### src/lgpm_pkg.sv
// package for the shared indicator / general purpose pin mux with straps
// assumes a 32-bit axi4-lite register bus and two shared pins
package lgpm_pkg;
  // ==========================================================================
  // register map (byte addresses)
  localparam logic [3:0] IND_CFG_ADDR   = 4'h0; // indicator_config_register
  localparam logic [3:0] GPIO_CFG_ADDR  = 4'h4; // buffer type per gpio
  localparam logic [3:0] GPIO_DD_ADDR   = 4'h8; // data and direction
  localparam logic [3:0] STRAP_ADDR     = 4'hC; // straps and crossover
  localparam int         ADDR_W         = 4;
  // ==========================================================================
  // field positions
  localparam int IND_EN_LSB    = 0;  // two per-pin indicator enables
  localparam int IND_STYLE_LSB = 8;  // indicator_driver_style_field[1:0]
  localparam int GPIO_OD_LSB   = 0;  // 1 = open-drain output
  localparam int GPIO_DATA_LSB = 0;  // output data / pin level on read
  localparam int GPIO_DIR_LSB  = 8;  // 1 = output
  localparam int STRAP_LSB     = 0;  // latched straps, read only
  localparam int XOVER_LSB     = 8;  // crossover soft settings port 1, 2
  localparam int NPINS         = 2;
  // ==========================================================================
  // encodings and reset values
  localparam logic [1:0] STYLE_PUSH_PULL = 2'h0; // others: open-drain/source
  localparam logic [1:0] RESP_OKAY       = 2'h0;
  localparam logic [1:0] RESP_SLVERR     = 2'h2;
  localparam logic [1:0] IND_EN_RST      = 2'h0;
  localparam logic [1:0] STYLE_RST       = 2'h0;
  localparam logic [1:0] PINS_RST        = 2'h0;
  localparam logic [1:0] STRAP_RST       = 2'h3; // pins carry pull-ups
endpackage : lgpm_pkg

### src/lgpm_strap_latch.sv
// latched configuration straps with loader override
// assumes strap levels are already synchronised to clk
`timescale 1ns/1ps
`default_nettype none
module lgpm_strap_latch
  import lgpm_pkg::*;
(
  input  wire logic       clk,
  input  wire logic       reset_n,
  input  wire logic       captureReq,
  input  wire logic [1:0] strapIn,
  input  wire logic       overrideValid,
  input  wire logic [1:0] overrideData,
  output var  logic [1:0] strapLatched
);
  logic [1:0] strap_d;
  logic [1:0] strap_q;

  // ==========================================================================
  // hold steady between captures and loader values; a capture wins over a loader value in the same cycle
  always_comb begin
    strap_d = strap_q;
    if (captureReq) begin
      strap_d = strapIn;
    end else if (overrideValid) begin
      strap_d = overrideData;
    end
  end

  always_ff @(posedge clk) begin
    if (!reset_n) begin
      strap_q <= STRAP_RST;
    end else begin
      strap_q <= strap_d;
    end
  end

  assign strapLatched = strap_q;
endmodule : lgpm_strap_latch
`default_nettype wire

### src/lgpm_pin_mux.sv
// shared indicator / general purpose pin mux with axi4-lite registers
// assumes pin inputs and external_reset_n are asynchronous to clk,
// indicator activity and loader signals come from logic on clk
// Operation
// - enable bit picks indicator, else gpio
// - driver style field picks push-pull or open
// - strap sets polarity only for open style
// - strap 0 active high, 1 active low
// - indicator 1 strap defaults port 2 crossover
// - indicator 0 strap defaults port 1 crossover
// - straps captured at reset and external release
// - loader may replace latched strap values
// - gpio is push-pull, open-drain or input
//
// Register access over AXI4-Lite and the register offsets were left to the implementer.
`timescale 1ns/1ps
`default_nettype none
module lgpm_pin_mux
  import lgpm_pkg::*;
(
  input  wire logic              clk,
  input  wire logic              reset_n,
  input  wire logic              external_reset_n,
  // axi4-lite slave
  input  wire logic [ADDR_W-1:0] s_axi_awaddr,
  input  wire logic              s_axi_awvalid,
  output var  logic              s_axi_awready,
  input  wire logic [31:0]       s_axi_wdata,
  input  wire logic [3:0]        s_axi_wstrb,
  input  wire logic              s_axi_wvalid,
  output var  logic              s_axi_wready,
  output var  logic [1:0]        s_axi_bresp,
  output var  logic              s_axi_bvalid,
  input  wire logic              s_axi_bready,
  input  wire logic [ADDR_W-1:0] s_axi_araddr,
  input  wire logic              s_axi_arvalid,
  output var  logic              s_axi_arready,
  output var  logic [31:0]       s_axi_rdata,
  output var  logic [1:0]        s_axi_rresp,
  output var  logic              s_axi_rvalid,
  input  wire logic              s_axi_rready,
  // link side
  input  wire logic [1:0]        indicatorActive,
  input  wire logic              eepromStrapValid,
  input  wire logic [1:0]        eepromStrapData,
  output var  logic [1:0]        crossoverEnable,
  // shared pins indicator_pin_0/1 = general_purpose_io_0/1
  input  wire logic [1:0]        pinIn,
  output var  logic [1:0]        pinOut,
  output var  logic [1:0]        pinOe
);
  // ==========================================================================
  // synchronisers for pins and the external reset
  logic [1:0] pinMeta_q;
  logic [1:0] pinSync_q;
  logic       extMeta_q;
  logic       extSync_q;
  logic       extPrev_q;
  logic [2:0] rstHold_q;

  // second stage is the only reader of the first
  always_ff @(posedge clk) begin
    pinMeta_q <= pinIn;
    pinSync_q <= pinMeta_q;
    extMeta_q <= external_reset_n;
    extSync_q <= extMeta_q;
  end

  // release detection; after reset_n the capture repeats for three edges,
  // so the last one sees a pin level sampled after the drivers let go
  // even when reset_n was held for a single edge
  logic captureReq;
  always_ff @(posedge clk) begin
    if (!reset_n) begin
      rstHold_q <= '1;
      extPrev_q <= 1'b0;
    end else begin
      rstHold_q <= {rstHold_q[1:0], 1'b0};
      extPrev_q <= extSync_q;
    end
  end
  assign captureReq = (|rstHold_q) | (extSync_q & ~extPrev_q);

  logic [1:0] strapLatched;
  lgpm_strap_latch u_strap (
    .clk           (clk),
    .reset_n       (reset_n),
    .captureReq    (captureReq),
    .strapIn       (pinSync_q),
    .overrideValid (eepromStrapValid),
    .overrideData  (eepromStrapData),
    .strapLatched  (strapLatched)
  );

  // ==========================================================================
  // register file and bus slave
  logic [1:0]        indEn_q, indEn_d;
  logic [1:0]        style_q, style_d;
  logic [1:0]        gpioOd_q, gpioOd_d;
  logic [1:0]        gpioData_q, gpioData_d;
  logic [1:0]        gpioDir_q, gpioDir_d;
  logic [1:0]        xover_q, xover_d;
  logic              awHeld_q, awHeld_d;
  logic              wHeld_q, wHeld_d;
  logic [ADDR_W-1:0] awAddr_q, awAddr_d;
  logic [31:0]       wData_q, wData_d;
  logic [3:0]        wStrb_q, wStrb_d;
  logic              bValid_q, bValid_d;
  logic [1:0]        bResp_q, bResp_d;
  logic              rValid_q, rValid_d;
  logic [1:0]        rResp_q, rResp_d;
  logic [31:0]       rData_q, rData_d;
  logic              awReady_q, awReady_d;
  logic              wReady_q, wReady_d;
  logic              arReady_q, arReady_d;

  // decode used by both read and write paths
  function automatic logic isMapped(input logic [ADDR_W-1:0] a);
    isMapped = (a == IND_CFG_ADDR) || (a == GPIO_CFG_ADDR) ||
               (a == GPIO_DD_ADDR) || (a == STRAP_ADDR);
  endfunction : isMapped

  // merge a two-bit field under the byte enable of its lane
  function automatic logic [1:0] laneMerge(input logic [1:0] old,
      input logic [31:0] d, input logic [3:0] s, input int lsb);
    logic [1:0] r;
    r = old;
    if (s[lsb/8]) begin
      r = d[lsb +: 2];
    end
    laneMerge = r;
  endfunction : laneMerge

  // address and data are held separately; the write fires when both are in
  always_comb begin
    indEn_d    = indEn_q;
    style_d    = style_q;
    gpioOd_d   = gpioOd_q;
    gpioData_d = gpioData_q;
    gpioDir_d  = gpioDir_q;
    xover_d    = xover_q;
    awHeld_d   = awHeld_q;
    wHeld_d    = wHeld_q;
    awAddr_d   = awAddr_q;
    wData_d    = wData_q;
    wStrb_d    = wStrb_q;
    bValid_d   = bValid_q;
    bResp_d    = bResp_q;
    rValid_d   = rValid_q;
    rResp_d    = rResp_q;
    rData_d    = rData_q;
    if (s_axi_awvalid && awReady_q) begin
      awHeld_d = 1'b1;
      awAddr_d = s_axi_awaddr;
    end
    if (s_axi_wvalid && wReady_q) begin
      wHeld_d = 1'b1;
      wData_d = s_axi_wdata;
      wStrb_d = s_axi_wstrb;
    end
    if (bValid_q && s_axi_bready) begin
      bValid_d = 1'b0;
    end
    if (awHeld_q && wHeld_q && !bValid_q) begin
      awHeld_d = 1'b0;
      wHeld_d  = 1'b0;
      bValid_d = 1'b1;
      bResp_d  = isMapped(awAddr_q) ? RESP_OKAY : RESP_SLVERR;
      unique case (awAddr_q)
        IND_CFG_ADDR: begin
          indEn_d = laneMerge(indEn_q, wData_q, wStrb_q, IND_EN_LSB);
          style_d = laneMerge(style_q, wData_q, wStrb_q, IND_STYLE_LSB);
        end
        GPIO_CFG_ADDR: begin
          gpioOd_d = laneMerge(gpioOd_q, wData_q, wStrb_q, GPIO_OD_LSB);
        end
        GPIO_DD_ADDR: begin
          gpioData_d = laneMerge(gpioData_q, wData_q, wStrb_q,
                                 GPIO_DATA_LSB);
          gpioDir_d  = laneMerge(gpioDir_q, wData_q, wStrb_q, GPIO_DIR_LSB);
        end
        STRAP_ADDR: begin
          xover_d = laneMerge(xover_q, wData_q, wStrb_q, XOVER_LSB);
        end
        default: begin
        end
      endcase
    end
    // a fresh strap value reloads the crossover defaults
    if (captureReq || eepromStrapValid) begin
      xover_d = captureReq ? pinSync_q : eepromStrapData;
    end
    if (rValid_q && s_axi_rready) begin
      rValid_d = 1'b0;
    end
    if (s_axi_arvalid && arReady_q) begin
      rValid_d = 1'b1;
      rResp_d  = isMapped(s_axi_araddr) ? RESP_OKAY : RESP_SLVERR;
      rData_d  = 32'h0000_0000;
      unique case (s_axi_araddr)
        IND_CFG_ADDR: begin
          rData_d[IND_EN_LSB +: 2]    = indEn_q;
          rData_d[IND_STYLE_LSB +: 2] = style_q;
        end
        GPIO_CFG_ADDR: rData_d[GPIO_OD_LSB +: 2] = gpioOd_q;
        GPIO_DD_ADDR: begin
          rData_d[GPIO_DATA_LSB +: 2] = pinSync_q; // live pin level
          rData_d[GPIO_DIR_LSB +: 2]  = gpioDir_q;
        end
        STRAP_ADDR: begin
          rData_d[STRAP_LSB +: 2] = strapLatched;
          rData_d[XOVER_LSB +: 2] = xover_q;
        end
        default: begin
        end
      endcase
    end
    // one write and one read in flight; readies lead the next cycle
    awReady_d = !awHeld_d && !bValid_d;
    wReady_d  = !wHeld_d && !bValid_d;
    arReady_d = !rValid_d;
  end

  always_ff @(posedge clk) begin
    if (!reset_n) begin
      indEn_q    <= IND_EN_RST;
      style_q    <= STYLE_RST;
      gpioOd_q   <= PINS_RST;
      gpioData_q <= PINS_RST;
      gpioDir_q  <= PINS_RST;
      xover_q    <= STRAP_RST;
      awHeld_q   <= 1'b0;
      wHeld_q    <= 1'b0;
      awAddr_q   <= '0;
      wData_q    <= 32'h0000_0000;
      wStrb_q    <= 4'h0;
      bValid_q   <= 1'b0;
      bResp_q    <= RESP_OKAY;
      rValid_q   <= 1'b0;
      rResp_q    <= RESP_OKAY;
      rData_q    <= 32'h0000_0000;
      awReady_q  <= 1'b0;
      wReady_q   <= 1'b0;
      arReady_q  <= 1'b0;
    end else begin
      indEn_q    <= indEn_d;
      style_q    <= style_d;
      gpioOd_q   <= gpioOd_d;
      gpioData_q <= gpioData_d;
      gpioDir_q  <= gpioDir_d;
      xover_q    <= xover_d;
      awHeld_q   <= awHeld_d;
      wHeld_q    <= wHeld_d;
      awAddr_q   <= awAddr_d;
      wData_q    <= wData_d;
      wStrb_q    <= wStrb_d;
      bValid_q   <= bValid_d;
      bResp_q    <= bResp_d;
      rValid_q   <= rValid_d;
      rResp_q    <= rResp_d;
      rData_q    <= rData_d;
      awReady_q  <= awReady_d;
      wReady_q   <= wReady_d;
      arReady_q  <= arReady_d;
    end
  end

  // ==========================================================================
  // pin drivers; pins float while the external reset is low so straps read
  logic [1:0] pinOut_q, pinOut_d;
  logic [1:0] pinOe_q, pinOe_d;

  always_comb begin
    for (int i = 0; i < NPINS; i++) begin
      if (indEn_q[i]) begin
        if (style_q == STYLE_PUSH_PULL) begin
          // push-pull ignores the strap and is always active high
          pinOe_d[i]  = 1'b1;
          pinOut_d[i] = indicatorActive[i];
        end else begin
          // open-source when active high, open-drain when active low
          pinOe_d[i]  = indicatorActive[i];
          pinOut_d[i] = ~strapLatched[i];
        end
      end else if (gpioDir_q[i]) begin
        pinOe_d[i]  = gpioOd_q[i] ? ~gpioData_q[i] : 1'b1;
        pinOut_d[i] = gpioOd_q[i] ? 1'b0 : gpioData_q[i];
      end else begin
        pinOe_d[i]  = 1'b0;
        pinOut_d[i] = 1'b0;
      end
      if (!extSync_q) begin
        pinOe_d[i] = 1'b0;
      end
    end
  end

  always_ff @(posedge clk) begin
    if (!reset_n) begin
      pinOut_q <= PINS_RST;
      pinOe_q  <= PINS_RST;
    end else begin
      pinOut_q <= pinOut_d;
      pinOe_q  <= pinOe_d;
    end
  end

  // ==========================================================================
  // outputs straight from flops
  assign s_axi_awready   = awReady_q;
  assign s_axi_wready    = wReady_q;
  assign s_axi_bvalid    = bValid_q;
  assign s_axi_bresp     = bResp_q;
  assign s_axi_arready   = arReady_q;
  assign s_axi_rvalid    = rValid_q;
  assign s_axi_rresp     = rResp_q;
  assign s_axi_rdata     = rData_q;
  assign crossoverEnable = xover_q;
  assign pinOut          = pinOut_q;
  assign pinOe           = pinOe_q;
endmodule : lgpm_pin_mux
`default_nettype wire

### config.mk
export PLATFORM = sky130hd
export DESIGN_NAME = lgpm_pin_mux
export DESIGN_NICKNAME = d
export VERILOG_FILES = /design/src/lgpm_pkg.sv /design/src/lgpm_strap_latch.sv /design/src/lgpm_pin_mux.sv
export SDC_FILE = /design/constraint.sdc
export NUM_CORES = 1
export LEC_CHECK = 0
export ABC_AREA = 1
export BUFFER_PORTS_ARGS = -buffer_cell sky130_fd_sc_hd__buf_2
export CAP_MARGIN = 20
export CORE_MARGIN = 2
export CORE_UTILIZATION = 35
export CTS_CLUSTER_DIAMETER = 30
export DETAILED_ROUTE_END_ITERATION = 7
export SLEW_MARGIN = 0
export SYNTH_ARGS = -nofsm -noshare
export SYNTH_HDL_FRONTEND = slang
export SYNTH_SLANG_ARGS = --single-unit
### constraint.sdc
create_clock -name clk -period 2.25 [get_ports clk]
set_input_delay 0.45 -clock clk [delete_from_list [all_inputs] [get_ports clk]]
set_output_delay 0.45 -clock clk [all_outputs]
set_load 0.02 [all_outputs]
Word level (Yosys, flattened, before mapping)
Cells that the tools add are included.
- bits in registers: 59
- input port bits: 59
- output and inout bits: 47
- logic and storage cells: 114
- equal/unequal tests: 6
- muxes and demuxes: 36
- bitwise operators: 7
- reduce and logical (&&, ||, !) cells: 36
- operator list (kind ; number):
    1-bit 2-to-1 mux ; 25
    2-bit 2-to-1 mux ; 9
    3-bit AND reduction ; 6
    4-bit equality test (second input constant) ; 4
    1-bit logical AND ; 9
    4-bit by 3-bit equality test with 1-bit output (second input constant) ; 2
    4-bit zero test ; 2
    2-bit case mux with 4 select lines ; 1
    2-bit nonzero test ; 4
    1-bit logical OR ; 7
    2-bit case mux with 3 select lines ; 1
    1-bit zero test ; 5
    1-bit NOT ; 5
    3-bit OR reduction ; 1
    2-bit zero test ; 1
    2-bit AND reduction ; 1
    1-bit bitwise AND ; 1
    1-bit OR ; 1

Depth between registers and ports, before layout
Gate-level depths: netlist of run 1.
- depth after elaboration: 6
- mapped depth: 8
- mapped depth without buffers: 8

Modules after synthesis
Synthesis of run 1 repeated with hierarchy kept, for this count alone.
- cells, all modules: 296
- area total of the unflattened synthesis: 2282.2 sq um
- by module, submodules not included (module ; instances ; cells each ; area an instance (sq um) ; sequential area each (sq um)):
    lgpm_pin_mux ; 1 ; 283 ; 2190.9 ; 980.9
    lgpm_strap_latch ; 1 ; 13 ; 91.3 ; 40.0

Worst setup path before layout of run 1
OpenSTA, ideal clock, no wires.
- kind: reg2reg
- start point: register bValid_q (netlist: s_axi_bvalid)
- end point: register gpioOd_q[1]
- library setup time: 116 ps
- arrival time: 975 ps
- data required time: 2134 ps
- path slack: 1160 ps
- cell stages (with the launch flop): 7
- path buffers: 0
- period minus slack after synthesis: 1090 ps
- cells stage by stage: dfxtp_1 inv_1 nand3_4 nor3_2 inv_1 nor2_1 nor2_1
- longest elaborated chain between the ends: 3
- ends and longest elaborated chain (element ; line ; source):
    start: declaration ; lgpm_pin_mux.sv:108 ; logic bValid_q, bValid_d;
    start signal: assignment ; lgpm_pin_mux.sv:257 ; bValid_q <= bValid_d;
    1-bit zero test ; lgpm_pin_mux.sv:164 ; if (awHeld_q && wHeld_q && !bValid_q) begin
    1-bit logical AND ; lgpm_pin_mux.sv:164 ;
    3-bit AND reduction (no source line) ; -- ;
    end signal: assignment ; lgpm_pin_mux.sv:248 ; gpioOd_q <= gpioOd_d;
    end: declaration ; lgpm_pin_mux.sv:99 ; logic [1:0] gpioOd_q, gpioOd_d;
No other way between the ends.
A chain may end at the register's enable or synchronous reset.

Worst setup path in the final report of run 1
- start point: register xover_q[0] (netlist: crossoverEnable[0])
- end point: output port crossoverEnable[0]
- RTL lines (element ; line ; source):
    start: declaration ; lgpm_pin_mux.sv:102 ; logic [1:0] xover_q, xover_d;
    start signal: assignment ; lgpm_pin_mux.sv:251 ; xover_q <= xover_d;
    end: declaration ; lgpm_pin_mux.sv:46 ; output var logic [1:0] crossoverEnable,
No word-level cell between the ends.

==> results.py, run 1 <==
metrics = {
    "global_routing": {
        "overflow": 0,
        "grtUsageMet3": 0.0307,
        "grt_use_met2": 0.200,
        "grt-busiest-layer": "met2",
        "grt_max_degree": 30,
        "grt_usage": 0.124,
        "antenna_found_initial": 0,
        "use_met1": 0.159,
        "grt_pass1_vias": 1657,
        "grt_pass1_wl_mm": 7.09,
    },
    "power_and_ir_drop": {
        "p_sw_frac": 0.266,
        "powerDensity_nw_per_um2": 661,
        "p_comb_frac": 0.123,
        "p_sw_mw": 0.437,
        "ir_worst_vdd_uv": 362,
        "internal-power_mw": 1.21,
        "clockPowerShare": 0.291,
        "seq_power_share": 0.587,
        "leakagePower_nw": 1.15,
    },
    "critical_path": {
        "r2r_end": "gpioDir_q[0]$_SDFFE_PN0P_",
        "crit_slowest_cell": "dfxtp_1",
        "startpoint": "crossoverEnable[0]$_SDFFE_PN1P_",
        "end_kind": "output pin",
        "rr_worst_depth": 6,
        "cp.arrival_ns": 0.84,
        "cp_max_fo": 3,
        "start_kind": "register",
        "cp.required_ns": 1.80,
        "crit_chain": "buf_2",
        "endpoint": "crossoverEnable[0]",
        "worst-path-buf-inv": 1,
        "worst_path_dominant_cell_family": "flip-flops",
        "critPathMaxStageDelay_ns": 0.37,
        "crit_cells": 1,
        "worstReg2RegStart": "awAddr_q[0]$_SDFFE_PN0P_",
        "rrSetupSlack_ns": 1.12,
        "critPathKind": "register to output pin",
    },
    "sta": {
        "finalSetupTns_ns": 0,
        "slew_headroom": 0.652,
        "finalClockSkew_ns": 0.00229,
        "tightest_slew_ns": 0.521,
        "worst_hold_slack_ns": 0.252,
        "clock.fmax_ghz": 0.776,
        "finalCritPeriodShare": 0.573,
        "rsz0062_at_grt": "false",
        "slew_violations": 0,
        "fin_crit_ns": 1.29,
        "hold_viol": 0,
        "final-setup-viol-count": 0,
    },
    "yosys": {
        "yosys_warnings": 0,
        "post_synth.cell_area_avg_sq_um": 7.75,
        "synth_cell_types": 24,
        "yosysSeqAreaShare": 0.457,
        "syn_area_sq_um": 2230,
        "ys_seq_elements": 51,
        "syn_inst": 288,
    },
    "cts": {
        "ctsResizeCount": 0,
        "numCtsBuffers": 5,
        "cts_root_buf": "clkbuf_8",
        "clock_path_buffers": 2,
        "clk_pin_slew_ns": 0.08,
        "ctsHoldBuffers": 0,
        "clkSinkCount": 51,
        "htreeDepth": 2,
        "post-cts-setup-buffers": 0,
        "clk_latency_ns": 0.29,
        "cts_tree": "yes",
    },
    "detailed_routing": {
        "wl_per_cell_um": 10.0,
        "drtIter0Drc": 66,
        "via_per_inst": 4.37,
        "drc_errors": 0,
        "postRouteAntennaNets": 0,
        "vias": 1795,
        "firstDrtPassIters": 4,
        "drt-total-wl_mm": 4.11,
    },
    "place": {
        "gp_congestion": 0.831,
        "dp.cells": 405,
        "hpwl_mm": 3.20,
        "dpl-instance-area_sq_um": 2410,
        "port_buffers": 45,
    },
    "floorplanning": {
        "core_area_sq_um": 6240,
        "pin_count": 106,
        "row_count": 29,
        "dieArea_sq_um": 7030,
        "die-width_um": 83.9,
        "die_h_um": 83.9,
        "initial_core_util": 0.358,
    },
    "flow_run": {
        "cap_violations": 0,
    },
    "cells_and_area": {
        "area_delta_synth_final_pct": 11.4,
        "nets": 394,
        "num_antenna_cells": 0,
        "final_common_cell": "dfxtp_1",
        "most-common-layout-cells": "51 x dfxtp_1, 45 x buf_2, 36 x nand2_1, 33 x nor2_1, 30 x conb_1",
        "final_area_sq_um": 2490,
        "drive_gt1_frac": 0.216,
        "finalNonFillerCells": 411,
    },
    "run_status": {
        "outcome": "completed",
    },
    "hold_path": {
        "holdCritPathClass": "input port to register",
    },
}
## sequential cells by signal, indices dropped and copies added (netlist names), 3 cells and up
name	count
wData_q	4
awAddr_q	4
rstHold_q	3
s_axi_rdata	4
## power by group through the flow
stage | Sequential, mW | Combinational [mW] | Clock, mW
after detailed placement | 0.987 | 0.203 | 0
final | 0.965 | 0.202 | 0.478
after global placement | 0.986 | 0.202 | 0
after floorplan | 0.995 | 0.174 | 0
after global routing | 0.970 | 0.226 | 0.532
after CTS | 0.966 | 0.203 | 0.499
## kinds of logic after synthesis
group / after synthesis / share of synthesized area
simple gates: 114 / 0.247
buf+inv: 68 / 0.170
compound gates: 54 / 0.124
flops: 51 / 0.457
other cells: 1 / 0.00168
## final cells by class
| class | instances | area, sq um |
|---|---|---|
| clock buffers | 6 | 72.6 |
| flip-flops and latches | 51 | 1020 |
| repair buffers | 46 | 233 |
| multi-input cells | 198 | 941 |
| fillers | 680 | 3750 |
| inverters | 33 | 124 |
| well taps | 77 | 96.3 |
## stage by stage
step                      power [mW]   util  worst slack, ns
after global placement          1.19  0.387            0.947
after CTS                       1.67  0.399            0.942
final                           1.64  0.399            0.961
after global routing            1.73  0.399            0.918
after detailed placement        1.19  0.387            0.940
after floorplan                 1.17      -             1.16
## synthesized netlist by cell type (all sizes together)
master / instances / area [sq um]
a21oi: 23 / 123
buf: 34 / 251
clkbuf: 1 / 3.75
clkinv: 2 / 7.51
conb: 1 / 3.75
dfxtp: 51 / 1020
inv: 31 / 116
nand2: 38 / 148
nand3: 29 / 163
nor2: 43 / 211
nor3: 1 / 10.0
nor4: 2 / 12.5
o21ai: 31 / 155
or2: 1 / 6.26
## worst min-delay path by stage
stage | startpoint | slack [ns] | end | depth (start not counted)
detailed placement | pinMeta_q[1]$_DFF_P_ | 0.31 | pinSync_q[1]$_DFF_P_ | 0
CTS | external_reset_n | 0.24 | extMeta_q$_DFF_P_ | 1
finish | pinIn[0] | 0.25 | pinMeta_q[0]$_DFF_P_ | 1
global placement | pinMeta_q[0]$_DFF_P_ | 0.31 | pinSync_q[0]$_DFF_P_ | 0
floorplan | extMeta_q$_DFF_P_ | 0.31 | extSync_q$_DFF_P_ | 0
global route | pinIn[0] | 0.24 | pinMeta_q[0]$_DFF_P_ | 1
## per-layer routing
layer,vias to the layer above,share of wire
li1,953,-
met1,777,0.49
met2,60,0.44
met3,5,0.062
met4,0,0.011
met5,-,0
(Power assumes the default switching activity.)
==> run 2, diff against run 1 <==
PLACE_DENSITY = 0.66   (was not set)
clock period = 1.07 ns   (was 2.25 ns; I/O delays follow)
==> results.py, run 2 (same netlist as run 1, synthesis figures left out) <==
metrics = {
    "run_status": {
        "outcome": "finished, violations left",
        "violations": "negative setup slack",
    },
    "power_and_ir_drop": {
        "ir_worst_vdd_uv": 730,
        "seq_power_share": 0.536,
        "p_sw_mw": 0.980,
        "p_comb_frac": 0.130,
        "power.total_mw": 3.81,
        "leakagePower_nw": 1.25,
        "powerDensity_nw_per_um2": 1400,
        "p_sw_frac": 0.257,
        "clockPowerShare": 0.334,
        "internal-power_mw": 2.83,
    },
    "hold_path": {
        "holdCritPathClass": "input port to register",
        "holdPathStages": 1,
    },
    "floorplanning": {
        "row_count": 29,
        "pin_count": 106,
        "core_area_sq_um": 6240,
        "dieArea_sq_um": 7030,
        "initial_core_util": 0.358,
        "die_h_um": 83.9,
        "die-width_um": 83.9,
    },
    "cells_and_area": {
        "area_delta_synth_final_pct": 22.0,
        "final_area_sq_um": 2720,
        "final_common_cell": "buf_2",
        "drive_gt1_frac": 0.323,
        "multi_input_area_sq_um": 1040,
        "most-common-layout-cells": "43 x buf_2, 42 x dfxtp_1, 31 x nor2_1, 30 x nand2_1, 30 x conb_1",
        "num_antenna_cells": 0,
        "final-seq-area_sq_um": 1030,
        "num-fill-cells": 623,
        "nets": 403,
    },
    "critical_path": {
        "cp.arrival_ns": 1.27,
        "start_kind": "register",
        "cp.required_ns": 1.26,
        "cp_max_fo": 4,
        "end_kind": "register",
        "rr_worst_depth": 6,
        "critPathKind": "register to register",
    },
    "cts": {
        "cts_root_buf": "clkbuf_8",
        "numCtsBuffers": 5,
        "clk_latency_ns": 0.30,
        "htreeDepth": 2,
        "clkSinkCount": 51,
        "clk_pin_slew_ns": 0.08,
        "clock_path_buffers": 2,
        "cts_tree": "yes",
    },
    "detailed_routing": {
        "firstDrtPassIters": 4,
        "drtIter0Drc": 87,
        "postRouteAntennaNets": 0,
        "via_per_inst": 4.48,
        "drt-total-wl_mm": 4.46,
        "wl_per_cell_um": 10.6,
        "drc_errors": 0,
        "vias": 1885,
    },
    "sta": {
        "fin_ws_ns": -0.00758,
        "hold_viol": 0,
        "rsz0062_at_grt": "true",
        "fin_crit_ns": 1.08,
        "clock.fmax_ghz": 0.928,
        "final-setup-viol-count": 3,
        "slew_violations": 0,
        "finalCritPeriodShare": 1.01,
        "finalClockSkew_ns": 0.00960,
    },
    "global_routing": {
        "antenna_found_initial": 0,
        "grt_pass1_vias": 1708,
        "grt_max_degree": 30,
        "overflow": 0,
        "grt_usage": 0.125,
        "grt_pass1_wl_mm": 7.20,
    },
    "place": {
        "dpl-instance-area_sq_um": 2480,
        "port_buffers": 45,
        "gp_congestion": 0.774,
        "post-place-ws_ns": -0.0708,
        "hpwl_mm": 3.33,
    },
    "flow_run": {
        "cap_violations": 0,
    },
}
## run 2: cell types whose count changed in the layout (fill, tap and decap cells not counted), sizes merged
cell | previous run | this run
dlygate4sd3 | 0 | 1
bufinv | 0 | 1
buf | 46 | 54
## run 2: power groups by stage
stage	Sequential (mW)	Clock [mW]	Combinational [mW]
floorplan	2.09	0	0.366
finish	2.05	1.27	0.494
CTS	2.04	1.32	0.471
detailed placement	2.07	0	0.453
global placement	2.07	0	0.449
global route	2.06	1.39	0.545
## run 2: final timing paths
check / start / end / slack (ns)
max: awAddr_q[0]$_SDFFE_PN0P_ / gpioData_q[0]$_SDFFE_PN0P_ / -0.008
min: pinIn[1] / pinMeta_q[1]$_DFF_P_ / 0.01
min reg2reg: pinMeta_q[1]$_DFF_P_ / pinSync_q[1]$_DFF_P_ / 0.33
max reg2reg: awAddr_q[0]$_SDFFE_PN0P_ / gpioData_q[0]$_SDFFE_PN0P_ / -0.008
## run 2: routing by layer
metal / up-vias / share of wire / GRT usage
li1: 968 / - / -
met5: - / 0 / 0
met1: 854 / 0.44 / 0.159
met3: 7 / 0.050 / 0.0257
met2: 56 / 0.49 / 0.206
met4: 0 / 0.017 / 0.0528
## run 2: metrics by stage
stage / TNS, ns / utilization / hold WS (ns) / cells
floorplan: 0 / - / 0.242 / 317
global placement: -0.236 / 0.397 / 0.311 / 412
detailed placement: -0.457 / 0.397 / 0.314 / 412
CTS: -0.241 / 0.422 / 0.00281 / 421
global route: -0.833 / 0.436 / 0.00201 / 421
finish: -0.0144 / 0.436 / 0.0133 / 421
## run 2: cell type report
class | count | area share
sequential | 51 | 0.379
clock buffer | 6 | 0.0267
multi-input combinational | 198 | 0.383
inverter | 33 | 0.0455
tap | 77 | 0.0354
timing repair buffer | 55 | 0.119
clock inverter | 1 | 0.0110
## run 2: worst max-delay path, cell delays in order (launching register included)
cell	delay, ns
dfxtp_2	0.34
nor2_4	0.15
nand2_2	0.10
nor2_4	0.13
nand2_2	0.08
o21ai_1	0.13
a21oi_1	0.05
## run 2: timing repair
item	CTS	global route
gates resized for setup	15	28
hold buffers	1	0
pin swaps	10	10
buffers inserted	1	0
endpoints found under the hold margin	1	0
setup endpoints to repair	13	22
